<file path="config.mk">
export PLATFORM = sky130hd
export DESIGN_NAME = bcs_clock_sync
export DESIGN_NICKNAME = d
export VERILOG_FILES = /design/src/bcs_pkg.sv /design/src/bcs_clock_sync.sv /design/src/bcs_ref_lock_mon.sv
export SDC_FILE = /design/constraint.sdc
export NUM_CORES = 1
export LEC_CHECK = 0
export BUFFER_PORTS_ARGS = -buffer_cell sky130_fd_sc_hd__buf_2
export CAP_MARGIN = 20
export CORE_UTILIZATION = 40
export DETAILED_ROUTE_END_ITERATION = 7
export GPL_TIMING_DRIVEN = 0
export MAX_ROUTING_LAYER = met4
export REMOVE_ABC_BUFFERS = 1
export SKIP_CTS_REPAIR_TIMING = 1
export SLEW_MARGIN = 20
export SYNTH_ARGS = -nofsm -noshare
export SYNTH_HDL_FRONTEND = slang
export SYNTH_SLANG_ARGS = --single-unit
export TNS_END_PERCENT = 20
</file>
<file path="constraint.sdc">
create_clock -name i_core_clk -period 3.5 [get_ports i_core_clk]
set_input_delay 0.35 -clock i_core_clk [delete_from_list [all_inputs] [get_ports i_core_clk]]
set_output_delay 0.35 -clock i_core_clk [all_outputs]
set_load 0.05 [all_outputs]
</file>
<file path="src/bcs_pkg.sv">
// Package of constants and carrier types for the board clock sync block
package bcs_pkg;
    // Register byte offsets
    localparam logic [7:0] ADDR_CMD    = 8'h00;
    localparam logic [7:0] ADDR_HSTAT  = 8'h03;
    localparam logic [7:0] ADDR_CFG    = 8'h0F;
    localparam logic [7:0] ADDR_SYNC   = 8'h24;
    localparam logic [7:0] WIN_LO      = 8'h80;
    localparam logic [7:0] WIN_HI      = 8'hF0;
    localparam logic [7:0] CH_BASE     = 8'h90;
    localparam logic [7:0] CH_STRIDE   = 8'h10;
    localparam logic [7:0] CH_CFG_OFS  = 8'h00;
    localparam logic [7:0] CH_STAT_OFS = 8'h01;
    // Field positions
    localparam int DP_EN_BIT      = 3;
    localparam int HLOCK_BIT      = 0;
    localparam int BYTE_SWAP_BIT  = 0;
    localparam int HALF_SWAP_BIT  = 3;
    localparam int SYNC_EN_BIT    = 2;
    localparam int MLOCK_BIT      = 5;
    localparam int SYNC_FAULT_BIT = 6;
    localparam int MUTE_BIT       = 0;
    localparam int BYPASS_BIT     = 1;
    localparam int RXRST_BIT      = 2;
    localparam int CARRIER_BIT    = 0;
    localparam int PLL_LOCK_BIT   = 2;
    localparam int OVF_BIT        = 3;
    localparam int UNF_BIT        = 4;
    // Values after reset
    localparam logic [7:0] REG_RST = 8'h00;
    // Timing
    localparam int LOCK_TIME_MS     = 10;
    localparam int CLK_MHZ          = 125;
    localparam int LOCK_TIMEOUT_CYC = LOCK_TIME_MS * 1000 * CLK_MHZ;
    localparam int REF_MAX_GAP_CYC  = 32;
    localparam int REF_LOCK_EDGES   = 64;

    typedef enum logic [1:0] {
        BCS_IDLE   = 2'b00,
        BCS_SYNC   = 2'b01,
        BCS_LOCKED = 2'b11,
        BCS_FAULT  = 2'b10
    } bcs_sync_state_t;

    typedef struct packed {
        logic       wr;
        logic       rd;
        logic [7:0] addr;
        logic [7:0] wdata;
    } bcs_bus_req_t;

    typedef struct packed {
        logic        valid;
        logic [31:0] data;
    } bcs_word_t;
endpackage : bcs_pkg

</file>
<file path="src/bcs_clock_sync.sv">
// Board clock sync, bring-up control and channel receive status registers
//
// The address-and-strobe port was left to the implementer.
`timescale 1ns/1ps
// Contract
// - Board transfers run on the forwarded 100 MHz reference clock. Here they run on i_core_clk, timed as 125 MHz.
// - Registers 0x80 to 0xF0 blocked for reads and writes until both sides lock.
// - Config register 0x0F holds byte swap bit 0 and halfword swap bit 3.
// - Datapath enable bit 3 of 0x00 starts host interface; set second.
// - Clock sync enable bit 2 of 0x24 starts mezzanine synchronisation.
// - Bit 5 of 0x24 reads one once mezzanine logic is synchronised.
// - Bit 0 of 0x03 reads one once host interface logic is synchronised.
// - Both lock flags expected within 10 ms; otherwise a fault. Only mezzanine lock is timed (fault bit 6 of 0x24).
// - Completed synchronisation is kept without repeated bring-up.
// - Mute set on a channel disables that channel's input.
// - Each channel configurable independently of the others.
// - Receive PLL locks to data; host resets it when data is absent.
// - Port status bit 0 shows carrier detected.
// - Port status bit 2 shows receive PLL configured and locked.
// - Equalisation bypass and mute per channel, writable and readable.
// - Datapath enable clear resets channels, flushes FIFOs, clears flow errors.
// - Halfword swap exchanges 16-bit halves, bits within halves unchanged.
module bcs_clock_sync #(
    parameter int NCH         = 4,
    parameter int LOCK_TIMEOUT = bcs_pkg::LOCK_TIMEOUT_CYC
) (
    input  wire logic                i_core_clk,
    input  wire logic                i_resetn,
    input  wire bcs_pkg::bcs_bus_req_t i_bus,
    output logic [7:0]               o_rdata,
    input  wire logic                i_ref_clk,
    input  wire logic                i_host_pll_lock,
    input  wire logic [NCH-1:0]      i_carrier,
    input  wire logic [NCH-1:0]      i_rx_pll_lock,
    input  wire logic [NCH-1:0]      i_fifo_ovf,
    input  wire logic [NCH-1:0]      i_fifo_unf,
    input  wire bcs_pkg::bcs_word_t  i_dma,
    output bcs_pkg::bcs_word_t       o_dma,
    output logic                     o_chan_reset,
    output logic [NCH-1:0]           o_rx_enable,
    output logic [NCH-1:0]           o_mute,
    output logic [NCH-1:0]           o_eq_bypass,
    output logic [NCH-1:0]           o_rx_pll_reset
);
    logic                     cmd_en_r, cmd_en_nxt;
    logic                     sync_en_r, sync_en_nxt;
    logic                     byte_swap_r, byte_swap_nxt;
    logic                     halfword_swap_r, halfword_swap_nxt;
    logic                     host_clock_locked_r, host_clock_locked_nxt;
    bcs_pkg::bcs_sync_state_t state_r, state_nxt;
    logic [31:0]              cnt_r, cnt_nxt;
    logic [NCH-1:0]           mute_r, mute_nxt;
    logic [NCH-1:0]           bypass_r, bypass_nxt;
    logic [NCH-1:0]           rxrst_r, rxrst_nxt;
    logic [NCH-1:0]           ovf_r, ovf_nxt;
    logic [NCH-1:0]           unf_r, unf_nxt;
    logic [7:0]               rdata_r, rdata_nxt;
    bcs_pkg::bcs_word_t       dma_r, dma_nxt;
    logic                     chan_reset_r, chan_reset_nxt;
    logic [NCH-1:0]           rx_en_r, rx_en_nxt;
    logic [1:0]               hlock_sync_r;
    logic [NCH-1:0]           carr_s1_r, carr_s2_r, pll_s1_r, pll_s2_r;
    logic                     mon_locked;
    logic                     sync_go;
    logic                     mezz_clock_locked;
    logic                     both_locked;
    logic                     in_window;

    // Byte address of a channel register
    function automatic logic [7:0] ch_addr(input int c, input logic [7:0] ofs);
        ch_addr = 8'(bcs_pkg::CH_BASE + 8'(c) * bcs_pkg::CH_STRIDE + ofs);
    endfunction : ch_addr

    // Optional byte swap within each half, then optional half exchange
    function automatic logic [31:0] order_word(input logic [31:0] w, input logic bs,
                                               input logic hs);
        logic [31:0] t;
        t = bs ? {w[23:16], w[31:24], w[7:0], w[15:8]} : w;
        order_word = hs ? {t[15:0], t[31:16]} : t;
    endfunction : order_word

    bcs_ref_lock_mon u_mon (
        .i_core_clk (i_core_clk),
        .i_resetn   (i_resetn),
        .i_ref_clk  (i_ref_clk),
        .i_enable   (sync_go),
        .o_locked   (mon_locked)
    );

    assign sync_go           = cmd_en_r & sync_en_r;
    assign mezz_clock_locked = (state_r == bcs_pkg::BCS_LOCKED);
    assign both_locked       = mezz_clock_locked & host_clock_locked_r;
    assign in_window         = (i_bus.addr >= bcs_pkg::WIN_LO) && (i_bus.addr <= bcs_pkg::WIN_HI);

    // Control and configuration registers
    always_comb begin
        cmd_en_nxt        = cmd_en_r;
        sync_en_nxt       = sync_en_r;
        byte_swap_nxt     = byte_swap_r;
        halfword_swap_nxt = halfword_swap_r;
        mute_nxt          = mute_r;
        bypass_nxt        = bypass_r;
        rxrst_nxt         = rxrst_r;
        if (i_bus.wr) begin
            if (i_bus.addr == bcs_pkg::ADDR_CMD) begin
                cmd_en_nxt = i_bus.wdata[bcs_pkg::DP_EN_BIT];
            end
            if (i_bus.addr == bcs_pkg::ADDR_SYNC) begin
                sync_en_nxt = i_bus.wdata[bcs_pkg::SYNC_EN_BIT];
            end
            if (i_bus.addr == bcs_pkg::ADDR_CFG) begin
                byte_swap_nxt     = i_bus.wdata[bcs_pkg::BYTE_SWAP_BIT];
                halfword_swap_nxt = i_bus.wdata[bcs_pkg::HALF_SWAP_BIT];
            end
            for (int c = 0; c < NCH; c++) begin
                if (both_locked && i_bus.addr == ch_addr(c, bcs_pkg::CH_CFG_OFS)) begin
                    mute_nxt[c]   = i_bus.wdata[bcs_pkg::MUTE_BIT];
                    bypass_nxt[c] = i_bus.wdata[bcs_pkg::BYPASS_BIT];
                    rxrst_nxt[c]  = i_bus.wdata[bcs_pkg::RXRST_BIT];
                end
            end
        end
    end

    always_ff @(posedge i_core_clk or negedge i_resetn) begin
        if (!i_resetn) begin
            cmd_en_r        <= 1'b0;
            sync_en_r       <= 1'b0;
            byte_swap_r     <= 1'b0;
            halfword_swap_r <= 1'b0;
            mute_r          <= '0;
            bypass_r        <= '0;
            rxrst_r         <= '0;
        end else begin
            cmd_en_r        <= cmd_en_nxt;
            sync_en_r       <= sync_en_nxt;
            byte_swap_r     <= byte_swap_nxt;
            halfword_swap_r <= halfword_swap_nxt;
            mute_r          <= mute_nxt;
            bypass_r        <= bypass_nxt;
            rxrst_r         <= rxrst_nxt;
        end
    end

    // Pin synchronisers
    always_ff @(posedge i_core_clk or negedge i_resetn) begin
        if (!i_resetn) begin
            hlock_sync_r <= '0;
            carr_s1_r    <= '0;
            carr_s2_r    <= '0;
            pll_s1_r     <= '0;
            pll_s2_r     <= '0;
        end else begin
            hlock_sync_r <= {hlock_sync_r[0], i_host_pll_lock};
            carr_s1_r    <= i_carrier;
            carr_s2_r    <= carr_s1_r;
            pll_s1_r     <= i_rx_pll_lock;
            pll_s2_r     <= pll_s1_r;
        end
    end

    // Synchronisation state machine and lock flags
    always_comb begin
        state_nxt = state_r;
        cnt_nxt   = cnt_r;
        unique case (state_r)
            bcs_pkg::BCS_IDLE: begin
                cnt_nxt = '0;
                if (sync_go) begin
                    state_nxt = bcs_pkg::BCS_SYNC;
                end
            end
            bcs_pkg::BCS_SYNC: begin
                cnt_nxt = cnt_r + 32'h00000001;
                if (!sync_go) begin
                    state_nxt = bcs_pkg::BCS_IDLE;
                end else if (mon_locked) begin
                    state_nxt = bcs_pkg::BCS_LOCKED;
                end else if (cnt_r >= 32'(LOCK_TIMEOUT - 1)) begin
                    state_nxt = bcs_pkg::BCS_FAULT;
                end
            end
            bcs_pkg::BCS_FAULT: begin
                if (!sync_go) begin
                    state_nxt = bcs_pkg::BCS_IDLE;
                end else if (mon_locked) begin
                    state_nxt = bcs_pkg::BCS_LOCKED;
                end
            end
            bcs_pkg::BCS_LOCKED: begin
                if (!sync_go) begin
                    state_nxt = bcs_pkg::BCS_IDLE;
                end
            end
        endcase
        // Host lock is kept while datapath enabled even if the host PLL lock pin drops
        host_clock_locked_nxt = cmd_en_r & (host_clock_locked_r | hlock_sync_r[1]);
    end

    always_ff @(posedge i_core_clk or negedge i_resetn) begin
        if (!i_resetn) begin
            state_r             <= bcs_pkg::BCS_IDLE;
            cnt_r               <= '0;
            host_clock_locked_r <= 1'b0;
        end else begin
            state_r             <= state_nxt;
            cnt_r               <= cnt_nxt;
            host_clock_locked_r <= host_clock_locked_nxt;
        end
    end

    // Read data, channel flow flags and datapath
    always_comb begin
        rdata_nxt = '0;
        if (i_bus.rd) begin
            unique case (i_bus.addr)
                bcs_pkg::ADDR_CMD:   rdata_nxt[bcs_pkg::DP_EN_BIT] = cmd_en_r;
                bcs_pkg::ADDR_HSTAT: rdata_nxt[bcs_pkg::HLOCK_BIT] = host_clock_locked_r;
                bcs_pkg::ADDR_CFG: begin
                    rdata_nxt[bcs_pkg::BYTE_SWAP_BIT] = byte_swap_r;
                    rdata_nxt[bcs_pkg::HALF_SWAP_BIT] = halfword_swap_r;
                end
                bcs_pkg::ADDR_SYNC: begin
                    rdata_nxt[bcs_pkg::SYNC_EN_BIT]    = sync_en_r;
                    rdata_nxt[bcs_pkg::MLOCK_BIT]      = mezz_clock_locked;
                    rdata_nxt[bcs_pkg::SYNC_FAULT_BIT] = (state_r == bcs_pkg::BCS_FAULT);
                end
                default: begin
                    for (int c = 0; c < NCH; c++) begin
                        if (both_locked && i_bus.addr == ch_addr(c, bcs_pkg::CH_CFG_OFS)) begin
                            rdata_nxt[bcs_pkg::MUTE_BIT]   = mute_r[c];
                            rdata_nxt[bcs_pkg::BYPASS_BIT] = bypass_r[c];
                            rdata_nxt[bcs_pkg::RXRST_BIT]  = rxrst_r[c];
                        end
                        if (both_locked && i_bus.addr == ch_addr(c, bcs_pkg::CH_STAT_OFS)) begin
                            rdata_nxt[bcs_pkg::CARRIER_BIT]  = carr_s2_r[c];
                            rdata_nxt[bcs_pkg::PLL_LOCK_BIT] = pll_s2_r[c];
                            rdata_nxt[bcs_pkg::OVF_BIT]      = ovf_r[c];
                            rdata_nxt[bcs_pkg::UNF_BIT]      = unf_r[c];
                        end
                    end
                end
            endcase
        end
        ovf_nxt        = cmd_en_r ? (ovf_r | i_fifo_ovf) : '0;
        unf_nxt        = cmd_en_r ? (unf_r | i_fifo_unf) : '0;
        chan_reset_nxt = ~cmd_en_r;
        rx_en_nxt      = {NCH{cmd_en_r}} & ~mute_r & ~rxrst_r;
        dma_nxt.valid  = i_dma.valid & cmd_en_r;
        dma_nxt.data   = order_word(i_dma.data, byte_swap_r, halfword_swap_r);
    end

    always_ff @(posedge i_core_clk or negedge i_resetn) begin
        if (!i_resetn) begin
            rdata_r      <= bcs_pkg::REG_RST;
            ovf_r        <= '0;
            unf_r        <= '0;
            chan_reset_r <= 1'b1;
            rx_en_r      <= '0;
            dma_r        <= '0;
        end else begin
            rdata_r      <= rdata_nxt;
            ovf_r        <= ovf_nxt;
            unf_r        <= unf_nxt;
            chan_reset_r <= chan_reset_nxt;
            rx_en_r      <= rx_en_nxt;
            dma_r        <= dma_nxt;
        end
    end

    assign o_rdata        = rdata_r;
    assign o_dma          = dma_r;
    assign o_chan_reset   = chan_reset_r;
    assign o_rx_enable    = rx_en_r;
    assign o_mute         = mute_r;
    assign o_eq_bypass    = bypass_r;
    assign o_rx_pll_reset = rxrst_r;
endmodule : bcs_clock_sync

</file>
<file path="src/bcs_ref_lock_mon.sv">
// Reference clock presence monitor sampled by the core clock
`timescale 1ns/1ps
module bcs_ref_lock_mon #(
    parameter int MAX_GAP    = bcs_pkg::REF_MAX_GAP_CYC,
    parameter int LOCK_EDGES = bcs_pkg::REF_LOCK_EDGES
) (
    input  wire logic i_core_clk,
    input  wire logic i_resetn,
    input  wire logic i_ref_clk,
    input  wire logic i_enable,
    output logic      o_locked
);
    logic [2:0]  smp_r;
    logic [2:0]  smp_nxt;
    logic [15:0] gap_r;
    logic [15:0] gap_nxt;
    logic [15:0] edges_r;
    logic [15:0] edges_nxt;
    logic        lock_r;
    logic        lock_nxt;
    logic        rise;

    always_comb begin
        smp_nxt   = {smp_r[1:0], i_ref_clk};
        rise      = smp_r[1] & ~smp_r[2];
        gap_nxt   = gap_r;
        edges_nxt = edges_r;
        lock_nxt  = lock_r;
        if (!i_enable) begin
            gap_nxt   = '0;
            edges_nxt = '0;
            lock_nxt  = 1'b0;
        end else if (rise) begin
            gap_nxt = '0;
            if (edges_r < 16'(LOCK_EDGES)) begin
                edges_nxt = edges_r + 16'h0001;
            end
            lock_nxt = (edges_r >= 16'(LOCK_EDGES - 1));
        end else if (gap_r >= 16'(MAX_GAP)) begin
            edges_nxt = '0;
            lock_nxt  = 1'b0;
        end else begin
            gap_nxt = gap_r + 16'h0001;
        end
    end

    always_ff @(posedge i_core_clk or negedge i_resetn) begin
        if (!i_resetn) begin
            smp_r   <= '0;
            gap_r   <= '0;
            edges_r <= '0;
            lock_r  <= 1'b0;
        end else begin
            smp_r   <= smp_nxt;
            gap_r   <= gap_nxt;
            edges_r <= edges_nxt;
            lock_r  <= lock_nxt;
        end
    end

    assign o_locked = lock_r;
endmodule : bcs_ref_lock_mon

</file>
== Yosys cells after proc, flatten, opt, wreduce, memory -nomap -nowiden ==
Cells that the tools add are included.
Storage, ports and cells
  output and inout bits: 58
  memory bits (writable): 0
  bits of input ports: 71
  flip-flop bits (word level): 158
  memories: 0
  memory bits (read-only): 0
  bits in latches: 0
Operators by class
  magnitude comparators: 4
  shift-type cells: 0
  multiply operators: 0
  multiplexer cells: 48
  bitwise gates (word level): 14
  divide/modulo/power cells: 0
  equality and inequality tests: 21
  reduce and logical (&&, ||, !) cells: 24
  add/subtract/negate cells: 3
Operator list (number)
  two-way mux 16 bit: 7
  equality test 8 bit, second input constant: 8
  two-way mux 32 bit: 2
  case mux 32 bit (2 select lines): 1
  two-way mux 3 bit: 14
  adder 16 x 1 -> 16 bit, second input constant: 2
  adder 32 x 1 -> 32 bit, second input constant: 1
  greater-or-equal comparator 16 x 6 -> 1 bit, second input constant: 2
  greater-or-equal comparator 32 x 21 -> 1 bit, second input constant: 1
  < comparator 16 x 7 -> 1 bit, second input constant: 1
  two-way mux 2 bit: 8
  AND reduction 2 bit: 8
  != test 3 bit, second input constant: 4
  two-way mux 1 bit: 9
  bitwise AND 4 bit: 2
  equality test 8 x 2 -> 1 bit, second input constant: 1
  equality test 8 x 4 -> 1 bit, second input constant: 1
  equality test 8 x 6 -> 1 bit, second input constant: 1
  logical AND 1 bit: 8
  zero test 8 bit: 1
  two-way mux 4 bit: 2
  NOT 4 bit: 2
  bitwise OR 4 bit: 2
  case mux 2 bit (4 select lines): 1
  other kinds (17): 25

== Longest topological paths before layout ==
Gate-level depths: netlist (run 1).
  depth after elaboration: 19
  mapped depth: 7

== By module ==
From an unflattened synthesis (run 1), not the netlist that was laid out.
Unflattened totals
  cells, all modules: 588
  area, all modules: 7156.9 µm²
Modules (own cells, without submodules)
  bcs_clock_sync: area each 5672.9 µm², cells each 462, times used 1
  bcs_ref_lock_mon: area each 1483.9 µm², cells each 126, times used 1

== Worst setup path before layout (run 1) ==
OpenSTA, ideal clock, no wires.
  path kind: register to register
  start point: register u_mon.edges_r[10]
  end point: register u_mon.edges_r[0]
  slack: 1.735 ns
  cell stages (with the launch flop): 5
  arrival time: 1.640 ns
  period minus slack after synthesis: 1.765 ns
  buffers on the path: 0
  cells stage by stage: dfrtp_1 > or4_4 > nor4_4 > o21ai_1 > mux2_2
On the way
  longest elaborated chain between the ends: 3
RTL lines
  start, declared: line bcs_ref_lock_mon.sv:17  | logic [15:0] edges_r;
  start signal, assigned: line bcs_ref_lock_mon.sv:56  | edges_r <= edges_nxt;
  < comparator 16 x 7 -> 1 bit: line bcs_ref_lock_mon.sv:35  | if (edges_r < 16'(LOCK_EDGES)) begin
  != test 3 bit (no line)
  AND reduction 2 bit (no line)
Every way passes these cells.
A chain may end at the register's enable or synchronous reset.

== Worst setup path after layout (run 1) ==
  start point: register state_r[1]
  end point: register cnt_r[25]
On the way
  longest elaborated chain between the ends: 2
RTL lines
  start, declared: line bcs_clock_sync.sv:50  | bcs_pkg::bcs_sync_state_t state_r, state_nxt;
  start signal, assigned: line bcs_clock_sync.sv:202  | state_r <= bcs_pkg::BCS_IDLE;
  start signal, assigned: line bcs_clock_sync.sv:206  | state_r <= state_nxt;
  equality test 2 x 1 -> 1 bit or zero test 2 bit (tied branches): line bcs_clock_sync.sv:166  | unique case (state_r)
  case mux 32 bit (2 select lines) or nonzero test 2 bit (tied branches)
  end signal, assigned: line bcs_clock_sync.sv:207  | cnt_r <= cnt_nxt;
  end, declared: line bcs_clock_sync.sv:51  | logic [31:0] cnt_r, cnt_nxt;
Several ways; a longest one is shown, not always the timed one.

==> results.sh, run 1 <==
export IMPL_p_leak_nw=3.87
export IMPL_htreeDepth=4
export IMPL_final_core_util_pct=49.4
export IMPL_ir_drop_v=0.000366
export IMPL_place_ws_ns=1.19
export IMPL_critPathTopFamily="simple AND/OR/NAND/NOR gates"
export IMPL_syn_inst=571
export IMPL_drt_iter0_drc=197
export IMPL_setup_worst_path_end="cnt_r[25]"
export IMPL_crit_slowest_cell="nor4_2"
export IMPL_drive_gt1_share_pct=29.2
export IMPL_coreArea_mm2=0.0172
export IMPL_via_per_inst=5.30
export IMPL_slew_limit_headroom_pct=48.7
export IMPL_floorplan_initialDensity_pct=40.8
export IMPL_critical_path_startpoint="state_r[1]"
export IMPL_row_count=48
export IMPL_crit_path_max_fanout=13
export IMPL_synth_fa_ha_area_share_pct=0.712
export IMPL_worst_slack_ns=1.17
export IMPL_antenna_found_initial=0
export IMPL_cap_viol_max_count=0
export IMPL_synth_top_family_by_area="simple AND/OR/NAND/NOR gates"
export IMPL_critPathBufInv=1
export IMPL_synth_most_common_cell="dfrtp_1"
export IMPL_clk_pin_slew_ns=0.06
export IMPL_worstRegToRegCells=6
export IMPL_rsz0062_at_grt="no"
export IMPL_drc=0
export IMPL_cts_made_buffers=17
export IMPL_worstMarginPinSlew_ns=0.769
export IMPL_cp_start_kind="flip-flop"
export IMPL_synth_edf_count=0
export IMPL_hold_path_class="primary input to flip-flop"
export IMPL_seq_area_mm2=0.00396
export IMPL_cellPowerDensity_mw_per_mm2=493
export IMPL_die_x_um=135
export IMPL_endpoint_kind="flip-flop"
export IMPL_yosys_register_bits=158
export IMPL_yosys_area_top_type="dfrtp_1"
export IMPL_min_period_over_period_pct=66.4
export IMPL_syn_area_per_cell_um2=12.3
export IMPL_setup_viol=0
export IMPL_synth_xor_xnor_area_share_pct=3.99
export IMPL_final_cells=927
export IMPL_crit_arrival_ns=2.61
export IMPL_status="finished, final reports clean"
export IMPL_dp_hpwl_mm=10.3
export IMPL_grt_pass1_vias=4932
export IMPL_clock_sinks=158
export IMPL_synth_top_cells_by_area="dfrtp_1 56%, mux4_2 10%, nor2_1 3.8%"
export IMPL_path_depth=6
export IMPL_clock_fmax_mhz=430
export IMPL_io_pins=129
export IMPL_multi_input_area_mm2=0.00295
export IMPL_worstPathCellList="nand4b_1, nor4_2, buf_4, nand3_1, xor2_1, nor2_1"
export IMPL_area_delta_synth_final_pct=21.1
export IMPL_critical_path_class="flip-flop to flip-flop"
export IMPL_finalMaxSlewViolations=0
export IMPL_hold_viol=0
export IMPL_r2r_start="state_r[1]"
export IMPL_wl_per_cell_um=15.7
export IMPL_async_flop_share_pct=100
export IMPL_yosysWarnings=0
export IMPL_r2r_slack_ns=1.17
export IMPL_fillers=1571
export IMPL_finClkSkew_ns=0.00669
export IMPL_slowest_delay_ns=0.68
export IMPL_syn_area_mm2=0.00703
export IMPL_fin_setup_tns_ns=0
export IMPL_io_buffers=123
export IMPL_yosysSeqAreaShare_pct=56.2
export IMPL_synth_top_cell_area_share_pct=55.9
export IMPL_reg2reg_to="cnt_r[25]"
export IMPL_gp_congestion=0.795
export IMPL_fp_dieArea_mm2=0.0181
export IMPL_final_antenna_net_count=0
export IMPL_grt_first_pass_wirelength_mm=24.5
export IMPL_fin_crit_ns=2.33
export IMPL_firstDrtPassIters=4
export IMPL_grt_max_degree=89
export IMPL_worstPathRequired_ns=3.78
export IMPL_clock_root_buffer="clkbuf_16"
export IMPL_wl_mm=14.5
export IMPL_ys_types=60
export IMPL_synth_common_cells="157 x dfrtp_1, 71 x nor2_1, 32 x mux4_2, 32 x nand2_1, 26 x nand3_1"
export IMPL_die_h_um=135
export IMPL_vias=4915
export IMPL_dp_cells=895
export IMPL_yosys_area_share_simple_pct=17.6
export IMPL_clk_latency_ns=0.43
export IMPL_grt_ovfl_total=0
export IMPL_muxShareOfSynthArea_pct=14.1
export IMPL_cts_tree="done"
export IMPL_synth_compound_area_share_pct=5.23
export IMPL_ys_flop_type="dfrtp_1"
export IMPL_n_antenna_cell=0
export IMPL_grt_use_total_pct=17.9
export IMPL_fin_nets=765
export IMPL_clk_path_buf_depth=2
[power breakdown]
group | switching, mW | total, mW | internal (mW)
logic | 0.265 | 0.393 | 0.128
registers | 0.0258 | 1.91 | 1.88
clock network | 0.751 | 1.90 | 1.15
[placed cells by master, fill, tap and decap left out, drive strengths merged, types with 4 or more instances in the layout]
master	count
xor2	24
ha	4
nor4	14
mux2	18
nor3	9
nand3b	4
nor2b	4
nand2	32
o21ai	8
a41oi	4
mux2i	7
nand3	27
and3	12
dfrtp	157
inv	9
and2	23
clkbuf	20
mux4	32
xnor2	8
nor2	72
nand4	17
a21oi	14
buf	127
[worst register-to-register path, cell delays in order (launching register included)]
cell and delay (ns):
dfrtp_1 0.51, nand4b_1 0.38, nor4_2 0.68, buf_4 0.27, nand3_1 0.10, xor2_1 0.19
nor2_1 0.06
[through the flow]
stage	hold WS, ns	instance area [um2]	total power [mW]
finish	0.0264	8520	4.20
global route	0.0102	8520	4.36
CTS	-0.106	8510	4.25
detailed placement	0.336	7900	2.34
global placement	0.333	7810	2.32
floorplan	0.0544	6910	2.17
[per-layer routing]
| layer | up-vias | share of wire (%) | GRT usage (%) |
|---|---|---|---|
| met5 | - | 0 | - |
| met4 | 0 | 1.6 | 6.68 |
| met3 | 24 | 5.5 | 4.39 |
| met2 | 126 | 47 | 26.4 |
| met1 | 2468 | 46 | 24.0 |
| li1 | 2297 | - | - |
[how the worst min path moves through the flow]
stage | start | endpoint | slack (ns) | depth (start not counted)
2_1_floorplan | i_resetn | byte_swap_r | 0.05 | 0
3_3_place_gp | pll_s1_r[3] | pll_s2_r[3] | 0.33 | 0
3_5_place_dp | pll_s1_r[3] | pll_s2_r[3] | 0.34 | 0
4_1_cts | i_resetn | cnt_r[15] | -0.11 | 1
5_1_grt | i_carrier[1] | carr_s1_r[1] | 0.01 | 1
6_report | i_carrier[1] | carr_s1_r[1] | 0.03 | 1
[cell type report]
cell class / instances / share of cell area, %
inverters: 6 / 0.264
well taps: 225 / 3.30
flip-flops and latches: 158 / 46.5
clock buffers: 20 / 5.24
clock inverters: 11 / 1.87
repair buffers: 128 / 8.28
multi-input cells: 379 / 34.6
[state kept, by name (all words and copies together) (netlist names), 7 cells and up]
register / cells
cnt_r: 32
u_mon.gap_r: 16
u_mon.edges_r: 16
o_dma: 33
o_rdata: 7
[kinds of logic after synthesis]
kind of cell	count (synthesis)
compound gates	54
other cells	1
mux	57
simple gates	231
buf+inv	34
flops	158
xor+xnor	32
fa+ha+maj	4
No activity file was read; power rests on OpenSTA's default activity.
==> run 2: changes to the inputs <==
- clock period: 3.5 -> 2.05 ns (I/O delays scaled with it)
==> results.sh, run 2 (same netlist as run 1, synthesis figures left out) <==
export IMPL_status="complete, but fails checks"
export IMPL_violations="negative hold slack"
export IMPL_final_cells=940
export IMPL_fin_crit_ns=1.93
export IMPL_min_period_over_period_pct=94.1
export IMPL_seq_power_share_pct=45.3
export IMPL_clock_sinks=158
export IMPL_dp_hpwl_mm=10.3
export IMPL_cap_viol_max_count=0
export IMPL_worstRegToRegCells=4
export IMPL_critical_path_class="flip-flop to flip-flop"
export IMPL_timing_hold_ws_ns=-0.000279
export IMPL_fp_dieArea_mm2=0.0181
export IMPL_die_h_um=135
export IMPL_grt_use_total_pct=17.9
export IMPL_worstMarginPinSlew_ns=0.771
export IMPL_die_x_um=135
export IMPL_grt_first_pass_wirelength_mm=24.5
export IMPL_finClkSkew_ns=0.00522
export IMPL_combPwrFrac_pct=9.6
export IMPL_endpoint_kind="flip-flop"
export IMPL_hold_path_class="primary input to flip-flop"
export IMPL_vias=4961
export IMPL_grt_ovfl_total=0
export IMPL_hp_start="i_fifo_ovf[0]"
export IMPL_crit_arrival_ns=2.23
export IMPL_fillers=1547
export IMPL_cp_start_kind="flip-flop"
export IMPL_stdcell_area_mm2=0.00866
export IMPL_io_buffers=123
export IMPL_wl_mm=14.6
export IMPL_power_switching_mw=1.78
export IMPL_ir_drop_v=0.000620
export IMPL_cts_made_buffers=17
export IMPL_slew_limit_headroom_pct=48.6
export IMPL_fin_nets=778
export IMPL_antenna_found_initial=0
export IMPL_drt_iter0_drc=248
export IMPL_clock_fmax_mhz=519
export IMPL_crit_path_max_fanout=9
export IMPL_firstDrtPassIters=4
export IMPL_io_pins=129
export IMPL_row_count=48
export IMPL_r2r_slack_ns=0.12
export IMPL_cts_tree="done"
export IMPL_swShare_pct=24.8
export IMPL_finalMaxSlewViolations=0
export IMPL_grt_max_degree=89
export IMPL_final_common_cell="dfrtp_1"
export IMPL_coreArea_mm2=0.0172
export IMPL_whs_path_depth=3
export IMPL_final_core_util_pct=50.3
export IMPL_reg2reg_to="o_mute[2]"
export IMPL_clk_latency_ns=0.42
export IMPL_clk_pin_slew_ns=0.06
export IMPL_clk_path_buf_depth=2
export IMPL_final_antenna_net_count=0
export IMPL_drive_gt1_share_pct=29.2
export IMPL_p_int_mw=5.40
export IMPL_largest_register_ffs=33
export IMPL_via_per_inst=5.28
export IMPL_setup_viol=0
export IMPL_n_antenna_cell=0
export IMPL_r2r_start="state_r[0]"
export IMPL_hold_path_end="ovf_r[0]"
export IMPL_grt_pass1_vias=4932
export IMPL_floorplan_initialDensity_pct=40.8
export IMPL_clock_root_buffer="clkbuf_16"
export IMPL_htreeDepth=4
export IMPL_layout_common_cells="154 x dfrtp_1, 122 x buf_2, 69 x nor2_1"
export IMPL_dp_cells=895
export IMPL_wl_per_cell_um=15.6
export IMPL_gp_congestion=0.795
export IMPL_fin_setup_tns_ns=0
export IMPL_placed_area_mm2=0.00790
export IMPL_pwr_share_clk_pct=45.1
export IMPL_p_leak_nw=3.94
export IMPL_area_delta_synth_final_pct=23.2
export IMPL_drc=0
export IMPL_worstPathRequired_ns=2.36
export IMPL_cellPowerDensity_mw_per_mm2=829
export IMPL_hold_viol=1
run 2: cell types whose count changed in the layout (fill, tap and decap cells not counted), sizes merged:
cell | before | now
dlygate4sd3 | 1 | 12
buf | 127 | 129
run 2: critical path, cell delays in order, from the launching register on:
cell	delay, ns
dfrtp_1	0.51
nand4_1	0.37
nor2_4	0.29
nand4_1	0.26
mux2_1	0.39
run 2: worst max-delay path by stage:
stage / from / end / slack (ns)
global route: state_r[1] / cnt_r[28] / -0.02
global placement: i_resetn / o_dma[12] / -1.43
finish: state_r[0] / o_mute[2] / 0.12
CTS: state_r[1] / cnt_r[29] / -0.26
floorplan: state_r[1] / cnt_r[27] / -0.32
detailed placement: state_r[1] / cnt_r[25] / -0.26
run 2: layer usage:
metal / global-route usage, % / wire, um / vias up
met5: - / 0 / -
met4: 6.68 / 203 / 0
met3: 4.39 / 772 / 23
met2: 26.4 / 6970 / 121
met1: 24.0 / 6700 / 2494
li1: - / - / 2323
run 2: area by class of cell:
type                    count  area, um2  area share, %
clock buffers              20        447           5.16
inverters                   6       22.5          0.260
clock inverters            11        159           1.83
repair buffers            141        835           9.63
well taps                 225        282           3.25
flip-flops and latches    158       3960           45.7
multi-input cells         379       2960           34.2
run 2: power groups by stage:
stage	clock network (mW)	logic, mW	registers (mW)
2_1_floorplan	0	0.155	3.55
3_3_place_gp	0	0.641	3.32
3_5_place_dp	0	0.677	3.31
4_1_cts	3.32	0.678	3.26
5_1_grt	3.45	0.735	3.27
6_report	3.24	0.688	3.26
run 2: through the flow:
stage / setup slack [ns] / power, mW
2_1_floorplan: -0.323 / 3.70
3_3_place_gp: -1.43 / 3.96
3_5_place_dp: -0.260 / 3.99
4_1_cts: -0.261 / 7.25
5_1_grt: -0.0162 / 7.46
6_report: 0.122 / 7.18
